<file path="config.mk">
export PLATFORM = sky130hd
export DESIGN_NAME = multiqueue_almost_flags
export DESIGN_NICKNAME = d
export VERILOG_FILES = /design/src/mq_flags_pkg.sv /design/src/queue_level.sv /design/src/multiqueue_almost_flags.sv
export SDC_FILE = /design/constraint.sdc
export NUM_CORES = 1
export LEC_CHECK = 0
export ABC_AREA = 1
export BUFFER_PORTS_ARGS = -buffer_cell sky130_fd_sc_hd__buf_2
export CORE_MARGIN = 2
export CORE_UTILIZATION = 30
export CTS_CLUSTER_SIZE = 30
export DETAILED_ROUTE_END_ITERATION = 10
export PLACE_DENSITY_LB_ADDON = 0.12
export SLEW_MARGIN = 20
export SYNTH_ARGS = -nofsm -noshare
export SYNTH_HDL_FRONTEND = slang
export SYNTH_SLANG_ARGS = --single-unit
</file>
<file path="constraint.sdc">
create_clock -name CLK -period 5.2 [get_ports CLK]
set_input_delay 1.04 -clock CLK [delete_from_list [all_inputs] [get_ports CLK]]
set_output_delay 1.04 -clock CLK [all_outputs]
set_load 0.05 [all_outputs]
</file>
<file path="src/mq_flags_pkg.sv">
// What this block does
// - Almost-full kept per queue, write-selected one shown
// - Offsets per queue, zero to depth, independent
// - Default programming gives offsets of 8 or 128
// - Write queue switch shows on second edge
// - Write reaching almost-full drops flag two cycles later
// - Read leaving almost-full raises flag within two cycles
// - Almost-full output changes only on clock edge
// - Reads update unselected queues' almost-full status
// - Per-queue flag buses copy almost-full and almost-empty
// - Almost-empty kept per queue, read-selected one shown
// - Read queue switch shows on second edge
// - Read reaching almost-empty drops flag two cycles later
// - Write leaving almost-empty raises flag within two cycles
// - Almost-empty output changes only on clock edge
// - Writes update unselected queues' almost-empty status
// - First write to shared queue drives valid low
// - Write into empty queue asserts valid within two cycles
// - Last enabled read deasserts valid on same edge
// - Default select low gives 8, high 128
package mq_flags_pkg;
  localparam int NUM_QUEUES = 8;
  localparam int QADDR_W = 3;
  localparam int LEVEL_W = 12;
  // Words per queue in the default configuration.
  localparam logic [11:0] QUEUE_DEPTH = 12'h800;
  localparam logic [11:0] OFFSET_LOW = 12'h008;
  localparam logic [11:0] OFFSET_HIGH = 12'h080;
  localparam logic [11:0] LEVEL_ONE = 12'h001;
  localparam logic [11:0] LEVEL_ZERO = 12'h000;
endpackage : mq_flags_pkg

</file>
<file path="src/queue_level.sv">
module queue_level
  import mq_flags_pkg::*;
(
  input wire logic clk,
  input wire logic rst,
  input wire logic wr_req,
  input wire logic rd_req,
  input wire logic [11:0] af_offset,
  input wire logic [11:0] ae_offset,
  output logic [11:0] level,
  output logic almost_full,
  output logic almost_empty,
  output logic empty
);
  logic [11:0] level_ff;
  logic [11:0] nxt_level;
  logic af_ff;
  logic nxt_af;
  logic ae_ff;
  logic nxt_ae;
  logic empty_ff;
  logic nxt_empty;
  logic wr_ok;
  logic rd_ok;

  // Occupancy moves on every accepted write or read, whether the other port selects the queue or not, so that
  // a queue's flags are already right when a port switches onto it.
  always_comb
  begin
    wr_ok = wr_req && (level_ff != QUEUE_DEPTH);
    rd_ok = rd_req && (level_ff != LEVEL_ZERO);
    nxt_level = level_ff;
    if (wr_ok && !rd_ok)
    begin
      nxt_level = level_ff + LEVEL_ONE;
    end
    else if (rd_ok && !wr_ok)
    begin
      nxt_level = level_ff - LEVEL_ONE;
    end
    if (rst)
    begin
      nxt_level = LEVEL_ZERO;
    end
    // Almost flags come from the registered level. That makes them the first of
    // two stages behind the edge that moved the level.
    nxt_af = (QUEUE_DEPTH - level_ff) <= af_offset;
    nxt_ae = level_ff <= ae_offset;
    // Empty turns on with the read that takes the last word, so valid cannot come
    // back one edge after it dropped. It turns off one edge late after a write.
    nxt_empty = (level_ff == LEVEL_ZERO) || (nxt_level == LEVEL_ZERO);
  end

  // Registers for the occupancy and the internal flag stage.
  always_ff @(posedge clk)
  begin
    level_ff <= nxt_level;
    af_ff <= nxt_af;
    ae_ff <= nxt_ae;
    empty_ff <= nxt_empty;
  end

  assign level = level_ff;
  assign almost_full = af_ff;
  assign almost_empty = ae_ff;
  assign empty = empty_ff;
endmodule : queue_level

</file>
<file path="src/multiqueue_almost_flags.sv">
module multiqueue_almost_flags
  import mq_flags_pkg::*;
(
  input wire logic CLK,
  input wire logic RST,
  input wire logic [2:0] WRITE_QUEUE_ADDR,
  input wire logic WRITE_ADDR_ENABLE,
  input wire logic WRITE_EN,
  input wire logic [2:0] READ_QUEUE_ADDR,
  input wire logic READ_ADDR_ENABLE,
  input wire logic READ_EN,
  input wire logic DEFAULT_OFFSET_SELECT,
  input wire logic OFFSET_LOAD,
  input wire logic [2:0] OFFSET_QUEUE,
  input wire logic [11:0] AF_OFFSET,
  input wire logic [11:0] AE_OFFSET,
  output logic ACTIVE_ALMOST_FULL_N,
  output logic ACTIVE_ALMOST_EMPTY_N,
  output logic OUTPUT_VALID_N,
  output logic [7:0] ALMOST_FULL_BUS_N,
  output logic [7:0] ALMOST_EMPTY_BUS_N
);
  // One-hot decode of a queue address, shared by both ports and programming.
  function automatic logic [NUM_QUEUES-1:0] queue_onehot(input logic [QADDR_W-1:0] addr);
    logic [NUM_QUEUES-1:0] hot;
    hot = '0;
    hot[addr] = 1'b1;
    return hot;
  endfunction : queue_onehot

  // An offset above the depth is clamped, since the boundary must lie inside.
  function automatic logic [LEVEL_W-1:0] clamp_offset(input logic [LEVEL_W-1:0] value);
    logic [LEVEL_W-1:0] res;
    res = (value > QUEUE_DEPTH) ? QUEUE_DEPTH : value;
    return res;
  endfunction : clamp_offset

  logic df_meta_ff;
  logic df_sync_ff;
  logic [LEVEL_W-1:0] default_offset;
  logic [QADDR_W-1:0] wq_pend_ff;
  logic [QADDR_W-1:0] nxt_wq_pend;
  logic [QADDR_W-1:0] wq_sel_ff;
  logic [QADDR_W-1:0] nxt_wq_sel;
  logic [QADDR_W-1:0] rq_pend_ff;
  logic [QADDR_W-1:0] nxt_rq_pend;
  logic [QADDR_W-1:0] rq_sel_ff;
  logic [QADDR_W-1:0] nxt_rq_sel;
  logic [LEVEL_W-1:0] af_off_ff [NUM_QUEUES];
  logic [LEVEL_W-1:0] nxt_af_off [NUM_QUEUES];
  logic [LEVEL_W-1:0] ae_off_ff [NUM_QUEUES];
  logic [LEVEL_W-1:0] nxt_ae_off [NUM_QUEUES];
  logic [LEVEL_W-1:0] level [NUM_QUEUES];
  logic [NUM_QUEUES-1:0] q_af;
  logic [NUM_QUEUES-1:0] q_ae;
  logic [NUM_QUEUES-1:0] q_empty;
  logic [NUM_QUEUES-1:0] wr_hot;
  logic [NUM_QUEUES-1:0] rd_hot;
  logic [NUM_QUEUES-1:0] prog_hot;
  logic rd_fire;
  logic rd_last;
  logic paf_n_ff;
  logic nxt_paf_n;
  logic pae_n_ff;
  logic nxt_pae_n;
  logic ov_n_ff;
  logic nxt_ov_n;
  logic [NUM_QUEUES-1:0] af_bus_n_ff;
  logic [NUM_QUEUES-1:0] nxt_af_bus_n;
  logic [NUM_QUEUES-1:0] ae_bus_n_ff;
  logic [NUM_QUEUES-1:0] nxt_ae_bus_n;

  // The default-select strap is a pin, so it is synchronised before use.
  // Reset must be held for at least four edges so that the synchronised
  // level is settled when the defaults are taken and the flags follow them.
  always_ff @(posedge CLK)
  begin
    df_meta_ff <= DEFAULT_OFFSET_SELECT;
    df_sync_ff <= df_meta_ff;
  end

  assign default_offset = df_sync_ff ? OFFSET_HIGH : OFFSET_LOW;

  // Queue selection on both ports: the address is taken on an enabled edge,
  // moves to the active select one edge later, and the flag outputs register
  // that select's status on the edge after that.
  always_comb
  begin
    nxt_wq_pend = WRITE_ADDR_ENABLE ? WRITE_QUEUE_ADDR : wq_pend_ff;
    nxt_wq_sel = WRITE_ADDR_ENABLE ? wq_sel_ff : wq_pend_ff;
    nxt_rq_pend = READ_ADDR_ENABLE ? READ_QUEUE_ADDR : rq_pend_ff;
    nxt_rq_sel = READ_ADDR_ENABLE ? rq_sel_ff : rq_pend_ff;
    if (RST)
    begin
      nxt_wq_pend = '0;
      nxt_wq_sel = '0;
      nxt_rq_pend = '0;
      nxt_rq_sel = '0;
    end
  end

  always_ff @(posedge CLK)
  begin
    wq_pend_ff <= nxt_wq_pend;
    wq_sel_ff <= nxt_wq_sel;
    rq_pend_ff <= nxt_rq_pend;
    rq_sel_ff <= nxt_rq_sel;
  end

  // Offset programming replaces the serial port with a parallel load; reset
  // applies the default programming to every queue.
  always_comb
  begin
    prog_hot = OFFSET_LOAD ? queue_onehot(OFFSET_QUEUE) : '0;
    for (int q = 0; q < NUM_QUEUES; q++)
    begin
      nxt_af_off[q] = af_off_ff[q];
      nxt_ae_off[q] = ae_off_ff[q];
      if (RST)
      begin
        nxt_af_off[q] = default_offset;
        nxt_ae_off[q] = default_offset;
      end
      else if (prog_hot[q])
      begin
        nxt_af_off[q] = clamp_offset(AF_OFFSET);
        nxt_ae_off[q] = clamp_offset(AE_OFFSET);
      end
    end
  end

  always_ff @(posedge CLK)
  begin
    af_off_ff <= nxt_af_off;
    ae_off_ff <= nxt_ae_off;
  end

  // A read is only taken while the output register holds a valid word.
  assign rd_fire = READ_EN && !ov_n_ff;
  assign wr_hot = WRITE_EN ? queue_onehot(wq_sel_ff) : '0;
  assign rd_hot = rd_fire ? queue_onehot(rq_sel_ff) : '0;

  // One tracker per queue keeps occupancy and both internal flags, so reads
  // and writes move the status of queues that the other port does not show.
  for (genvar g = 0; g < NUM_QUEUES; g++)
  begin : gen_queue
    queue_level u_level (
      .clk(CLK),
      .rst(RST),
      .wr_req(wr_hot[g]),
      .rd_req(rd_hot[g]),
      .af_offset(af_off_ff[g]),
      .ae_offset(ae_off_ff[g]),
      .level(level[g]),
      .almost_full(q_af[g]),
      .almost_empty(q_ae[g]),
      .empty(q_empty[g])
    );
  end

  // The last word leaves when the read takes the only stored word and no
  // write refills that queue in the same cycle.
  assign rd_last = rd_fire && (level[rq_sel_ff] == LEVEL_ONE) &&
    !(WRITE_EN && (wq_sel_ff == rq_sel_ff));

  // Second flag stage: the selected queue's internal flag is registered onto
  // the active outputs, so a write or read boundary shows two edges later.
  // The trade is one cycle of latency for an output that is glitch free.
  always_comb
  begin
    nxt_paf_n = !q_af[wq_sel_ff];
    nxt_pae_n = !q_ae[rq_sel_ff];
    nxt_af_bus_n = ~q_af;
    nxt_ae_bus_n = ~q_ae;
    // Valid follows the selected queue's empty state, except that the read of
    // the last word clears it on that very edge.
    if (rd_last)
    begin
      nxt_ov_n = 1'b1;
    end
    else
    begin
      nxt_ov_n = q_empty[rq_sel_ff];
    end
    if (RST)
    begin
      nxt_paf_n = 1'b1;
      nxt_pae_n = 1'b0;
      nxt_ov_n = 1'b1;
      nxt_af_bus_n = '1;
      nxt_ae_bus_n = '0;
    end
  end

  // Output registers; every output is driven straight from one of these.
  always_ff @(posedge CLK)
  begin
    paf_n_ff <= nxt_paf_n;
    pae_n_ff <= nxt_pae_n;
    ov_n_ff <= nxt_ov_n;
    af_bus_n_ff <= nxt_af_bus_n;
    ae_bus_n_ff <= nxt_ae_bus_n;
  end

  assign ACTIVE_ALMOST_FULL_N = paf_n_ff;
  assign ACTIVE_ALMOST_EMPTY_N = pae_n_ff;
  assign OUTPUT_VALID_N = ov_n_ff;
  assign ALMOST_FULL_BUS_N = af_bus_n_ff;
  assign ALMOST_EMPTY_BUS_N = ae_bus_n_ff;
endmodule : multiqueue_almost_flags

</file>
Yosys cells after proc, flatten, opt, wreduce, memory -nomap -nowiden

Index checks and enable logic that the tools add are counted.

Multiplexer cells: 77
$lt $le $gt $ge: 25
Equality and inequality tests: 10
Bitwise operators: 3
$add $sub $neg: 24
Reductions and logical operators: 100

Operators by type and width:

| kind                     | count |
|---|---|
| $mux W12                 | 60 |
| $le A12 B12 Y1           | 16 |
| $logic_not A12 Y1        | 16 |
| $add A12 B1 Y12 const B  | 8 |
| $ne A12 B12 Y1 const B   | 8 |
| $reduce_bool A12 Y1      | 8 |
| $sub A12 B1 Y12 const B  | 8 |
| $sub A12 B12 Y12 const A | 8 |
| $logic_and A1 B1 Y1      | 39 |
| $bmux W12 S3             | 1 |
| $mux W8                  | 4 |
| $gt A12 B12 Y1 const B   | 2 |
| $logic_not A1 Y1         | 20 |
| $not A8 Y8               | 2 |
| $reduce_bool A2 Y1       | 8 |
| $eq A12 B1 Y1 const B    | 1 |
| $lt A3 B4 Y1 const B     | 3 |
| $bmux W1 S3              | 3 |
| $demux W1 S3             | 3 |
| $ge A3 B1 Y1 const B     | 3 |
| $logic_or A1 B1 Y1       | 8 |
| $mux W1                  | 6 |
| $ge A4 B4 Y1 const B     | 1 |
| $not A3 Y4               | 1 |
| other kinds (2)          | 2 |

Input port bits: 41
Logic and storage cells: 298
Flip-flop bits (word level): 345
Output and inout bits: 19

Longest topological paths before layout

Depth in word-level cells: 13
Mapped depth: 16
Depth with buffers taken out: 16

Hierarchy

A second synthesis with hierarchy kept.

Cell total of the unflattened synthesis: 3337
Area, all modules: 24171.9 um2

Modules (own cells, without submodules):

| module                  | seq. area each (um2) | area an instance (um2) | times used | cells an instance |
|---|---|---|---|---|
| queue_level             | 300.3                | 1984.4                 | 8          | 335 |
| multiqueue_almost_flags | 6426.2               | 8296.7                 | 1          | 657 |

Least setup slack after synthesis

No wires, ideal clock.

Path kind: input-to-reg
Start: in RST
End: reg ae_off_ff[84] in the netlist's numbering, enable pin
Arrival time: 2.774 ns
Stages on the path: 5
Data required time: 4.639 ns
Setup slack: 1.865 ns
Library setup time: 0.561 ns
Cells stage by stage: inv_2 clkbuf_1 clkbuf_1 buf_1 o21ai_0

Word-level cells in the longest chain between the ends: 1

RTL lines:

| item                                | line                           | RTL |
|---|---|---|
| start, declared                     | multiqueue_almost_flags.sv:5   | `input wire logic RST,` |
| $reduce_bool A2 Y1 (no source line) | --                             |  |
| end signal, assigned                | multiqueue_almost_flags.sv:135 | `ae_off_ff <= nxt_ae_off;` |
| end, declared                       | multiqueue_almost_flags.sv:51  | `logic [LEVEL_W-1:0] ae_off_ff [NUM_QUEUES];` |

Every way passes these cells.
A chain may end at the register's enable or synchronous reset.

Worst setup path after layout

Start: in READ_EN
End: reg gen_queue[4].u_level.empty_ff

Word-level cells in the longest chain between the ends: 9
Elaborated cells between the ends (all ways): 11
Those cells by class: mux (4); reduce/logical (7)

RTL lines:

| item                                                           | line                                 | RTL |
|---|---|---|
| start, declared                                                | multiqueue_almost_flags.sv:11        | `input wire logic READ_EN,` |
| $logic_and A1 B1 Y1 *                                          | multiqueue_almost_flags.sv:139       | `assign rd_fire = READ_EN && !ov_n_ff;` |
| $mux W8 *                                                      | multiqueue_almost_flags.sv:141       | `assign rd_hot = rd_fire ? queue_onehot(rq_sel_ff) : '0;` |
| $logic_and A1 B1 Y1 *                                          | queue_level.sv:31                    | `rd_ok = rd_req && (level_ff != LEVEL_ZERO);` |
| $logic_and A1 B1 Y1 / $logic_not A1 Y1 (equally long branches) | queue_level.sv:37, queue_level.sv:33 |  |
| $mux W12 / $logic_and A1 B1 Y1 (equally long branches)         | queue_level.sv:37, queue_level.sv:33 |  |
| $mux W12 *                                                     | queue_level.sv:33                    | `if (wr_ok && !rd_ok)` |
| $mux W12 *                                                     | queue_level.sv:41                    | `if (rst)` |
| $logic_not A12 Y1 *                                            | queue_level.sv:51                    | `nxt_empty = (level_ff == LEVEL_ZERO) \|\| (nxt_level == LEVEL_ZERO);` |
| $logic_or A1 B1 Y1 *                                           | queue_level.sv:51                    |  |
| via gen_queue[4].u_level.nxt_empty                             | queue_level.sv:22                    | `logic nxt_empty;` |
| end signal, assigned                                           | queue_level.sv:60                    | `empty_ff <= nxt_empty;` |
| end, declared                                                  | queue_level.sv:21                    | `logic empty_ff;` |

Mark *: on every way through the listed nets, which the timed path passes. The rest lies on a longest branch.

==> metrics.log <==
INFO  metric synth_simple_gate_area_share = 29.19%
INFO  metric maximum_fanout_along_the_worst_path = 13
INFO  metric fp-row-count = 102
INFO  metric synth_sequential_area_ratio = 37.84%
INFO  metric post_cts_resized = 0
INFO  metric synth_async_sr_flop_share = 0%
INFO  metric arithmetic_cell_share_of_the_synthesized_area_counting_full_adders_half_adders_and_majority_gates = 11.15%
INFO  metric critPathBufInv = 2
INFO  metric clock-skew-final = 0.03110 ns
INFO  metric max_slew.worst_pin.slew = 1.186 ns
INFO  metric post_synth_mux_area_share = 0%
INFO  metric cts_max_level = 2
INFO  metric die-area = 0.08003 mm²
INFO  metric nFillCells = 8326
INFO  metric vias = 19837
INFO  metric grt_pass1_wl = 117.2 mm
INFO  metric antenna_found_initial = 7
INFO  metric place_inst = 4202
INFO  metric synthesis.yosys.warnings = 0
INFO  metric pin_count = 60
INFO  metric initial_core_util = 30.22%
INFO  metric setup_slack = 2.287 ns
INFO  metric synth_edf_count = 192
INFO  metric clock_latency_at_the_later_pin_of_the_worst_skew_pair = 0.61 ns
INFO  metric crit_chain = buf_2 -> nand2_1 -> nor2_1 -> nand2_1 -> inv_1 -> nand2_1 -> nand2_2 -> nand3_1 -> nand3_1 -> nand2_1 -> nor2_1 -> nand3_1 -> nand2_1
INFO  metric detail_route.wirelength = 78.04 mm
INFO  metric synth_xor_area_share = 2.252%
INFO  metric path_delay_family = simple AND/OR/NAND/NOR gates
INFO  metric firstDrtPassIters = 5
INFO  metric finish.instance_area = 0.02611 mm²
INFO  metric power_per_cell_area = 292.9 mW/mm²
INFO  metric route.detailed.drc = 0
INFO  metric worst_path_max_delay_cell = nor2_1
INFO  metric tritoncts = built
INFO  metric postSynthRegisterBits = 345
INFO  metric detailedPlace.worstSlack = 1.713 ns
INFO  metric fin_tns_setup = 0 ns
INFO  metric post-route-util = 33.81%
INFO  metric gr-usage-all-layers = 19.61%
INFO  metric grt_max_degree = 46
INFO  metric clockRootBuffer = clkbuf_16
INFO  metric critical_path_required = 5.73 ns
INFO  metric postCtsSetupBuffers = 0
INFO  metric place_congestion = 0.8381
INFO  metric vias_per_cell = 4.629
INFO  metric synth_area_per_cell = 7.405 µm²
INFO  metric synth_compound_area_share = 7.185%
INFO  metric min_period = 2.913 ns
INFO  metric cellLeakagePower = 13.76 nW
INFO  metric grt_setup_unrepaired = no
INFO  metric max-cap-violations = 0
INFO  metric slowest_delay = 0.58 ns
INFO  metric grt_overflow_total = 0
INFO  metric highest_ir_drop_seen_on_vdd = 0.0002162 V
INFO  metric drt_iter0_markers = 1319
INFO  metric drive_above_1_share = 8.076%
INFO  metric detailed_place_hpwl = 59.63 mm
INFO  metric tritoncts_num_sinks = 345
INFO  metric clk_pin_slew = 0.06 ns
INFO  metric io_buffer_count = 59
INFO  metric post_synth_num_cell_types = 50
INFO  metric outcome = finished, final reports clean
INFO  metric areaGrowthSynthToFinish = 11.89%
INFO  metric core_area = 0.07721 mm²
INFO  metric postPlaceCellArea = 0.02466 mm²
INFO  metric die_width = 282.9 µm
INFO  metric number_of_global_route_vias_before_repair = 19047
INFO  metric startpoint_type = input port
INFO  metric num-nets-final = 3457
INFO  metric synth_cells = 3151
INFO  metric period_share = 56.02%
INFO  metric maximum_number_of_buffers_from_clock_root_to_sink = 3
INFO  metric timing.max_slew.rel_slack = 20.63%
INFO  metric setup-violations-final = 0
INFO  metric final_number_of_max_transition_violations = 0
INFO  metric numCtsBuffers = 44
INFO  metric synth_fp_nets = 3400
INFO  metric layout.cells.non_filler = 4285
INFO  metric ys.flop_type = edfxtp_1
INFO  metric fp.dieH = 282.9 µm
INFO  metric netlist_area = 0.02333 mm²
INFO  metric wire_per_inst = 18.21 µm
INFO  metric dominant_combinational_cell_family_by_area_after_synthesis = simple AND/OR/NAND/NOR gates
INFO  metric tightest_hold_check_type = reg2reg
INFO  metric criticalPathCategory = in2reg
INFO  metric ant_nets = 0
INFO  metric clock.fmax = 343.3 MHz
INFO  metric crit_top_cell = nand2_1
INFO  metric worst-endpoint-arrival = 3.44 ns
INFO  metric cts_hold_buffers = 0
INFO  metric finalHoldViolations = 0
INFO  metric setup.worst_path.end_class = register
## sequential cells by signal, indices dropped and copies added, names as in the netlist, 8 cells and up
name                            flops
ae_off_ff                          96
gen_queue.u_level.empty             8
ALMOST_EMPTY_BUS_N                  8
gen_queue.u_level.almost_empty      8
gen_queue.u_level.level            96
ALMOST_FULL_BUS_N                   8
af_off_ff                          96
gen_queue.u_level.almost_full       8
## cell families (layout without fill, tap and decap cells)
kind of cell | count (synthesis) | after routing
other | 0 | 1
AOI/OAI and AO/OA | 284 | 284
DFF | 345 | 345
buffers and inverters | 704 | 797
and+or+nand+nor | 1550 | 1550
xor gates and xnor gates | 60 | 60
adders and majority gates | 208 | 208
## layout by cell type, fill, tap and decap left out, drive strengths merged, types with 91 or more instances in the layout
| cell | n |
|---|---|
| o21ai | 103 |
| inv | 622 |
| edfxtp | 192 |
| a21oi | 123 |
| nor2 | 276 |
| nand3 | 323 |
| ha | 208 |
| buf | 91 |
| nand2 | 843 |
| dfxtp | 153 |
## path summary, 6_finish.rpt
check,endpoint,slack (ns),start,cells after the start
max,gen_queue[4].u_level.empty$_DFF_P_,2.29,READ_EN,13
min,df_sync_ff$_DFF_P_,0.39,df_meta_ff$_DFF_P_,0
max reg2reg,gen_queue[2].u_level.almost_full$_DFF_P_,2.30,gen_queue[2].u_level.level[0]$_DFF_P_,14
min reg2reg,df_sync_ff$_DFF_P_,0.39,df_meta_ff$_DFF_P_,0
## through the flow
step	hold WS, ns	total power [W]
final	0.3864	0.007647
after floorplan	0.3096	0.004137
after detailed placement	0.3631	0.004590
after global routing	0.3962	0.008024
after CTS	0.3896	0.007743
after global placement	0.3799	0.004602
## power breakdown
group	switching, W	total [W]	leakage [nW]	internal (W)
Clock	0.00129	0.00312	0.703	0.00182
Sequential	0.000146	0.00324	3.13	0.00309
Combinational	0.000877	0.00129	9.93	0.000418
Total	0.00232	0.00765	13.8	0.00533
## routing by layer
metal / up-vias / routed length (µm) / global-route usage (%)
li1: 10263 / - / -
met1: 9105 / 37780 / 27.76
met2: 369 / 34530 / 31.28
met3: 96 / 3772 / 2.643
met4: 4 / 1931 / 5.142
met5: - / 27 / 0
## cells in the mapped netlist (2+ instances only)
cell / instances / area share, %
inv_1: 612 / 9.8
o2111ai_1: 2 / 0.075
nor2_8: 2 / 0.17
nor2_4: 10 / 0.48
inv_4: 2 / 0.054
nand3b_1: 8 / 0.26
nand3_2: 3 / 0.13
o211ai_1: 11 / 0.35
o32ai_1: 2 / 0.075
a21oi_1: 113 / 2.4
dfxtp_1: 153 / 13
xor2_1: 44 / 1.7
a221oi_1: 3 / 0.11
clkinv_2: 2 / 0.043
buf_6: 24 / 1.2
a21boi_2: 2 / 0.097
nand2_2: 32 / 0.86
o21a_1: 2 / 0.064
edfxtp_1: 192 / 25
clkbuf_1: 9 / 0.14
a31oi_1: 2 / 0.054
clkbuf_2: 4 / 0.086
nand3_1: 319 / 6.8
o21ai_0: 103 / 2.2
buf_1: 9 / 0.14
a22o_1: 2 / 0.075
nor4_1: 3 / 0.080
nor2_2: 15 / 0.40
ha_1: 208 / 11
inv_2: 8 / 0.13
o41ai_1: 7 / 0.26
nor3_1: 28 / 0.60
nor2_1: 249 / 4.0
xnor2_1: 16 / 0.60
nand2_4: 12 / 0.58
a21oi_4: 7 / 0.49
nand2_1: 799 / 13
o22ai_1: 8 / 0.21
buf_4: 5 / 0.16
nand4_1: 67 / 1.8
buf_2: 29 / 0.62
a21oi_2: 3 / 0.11
a211oi_1: 13 / 0.42
## cell type report
class                   count  area [µm²]  area share, %
multi-input cells        2102       11640          44.60
flip-flops and latches    345        8828          33.81
inverters                 624        2352          9.009
well taps                1040        1301          4.984
clock buffers              60        1201          4.601
repair buffers             91       535.5          2.051
clock inverters            22       242.7         0.9297
diodes                      1       2.502       0.009585
No activity file was read; power rests on OpenSTA's default activity.
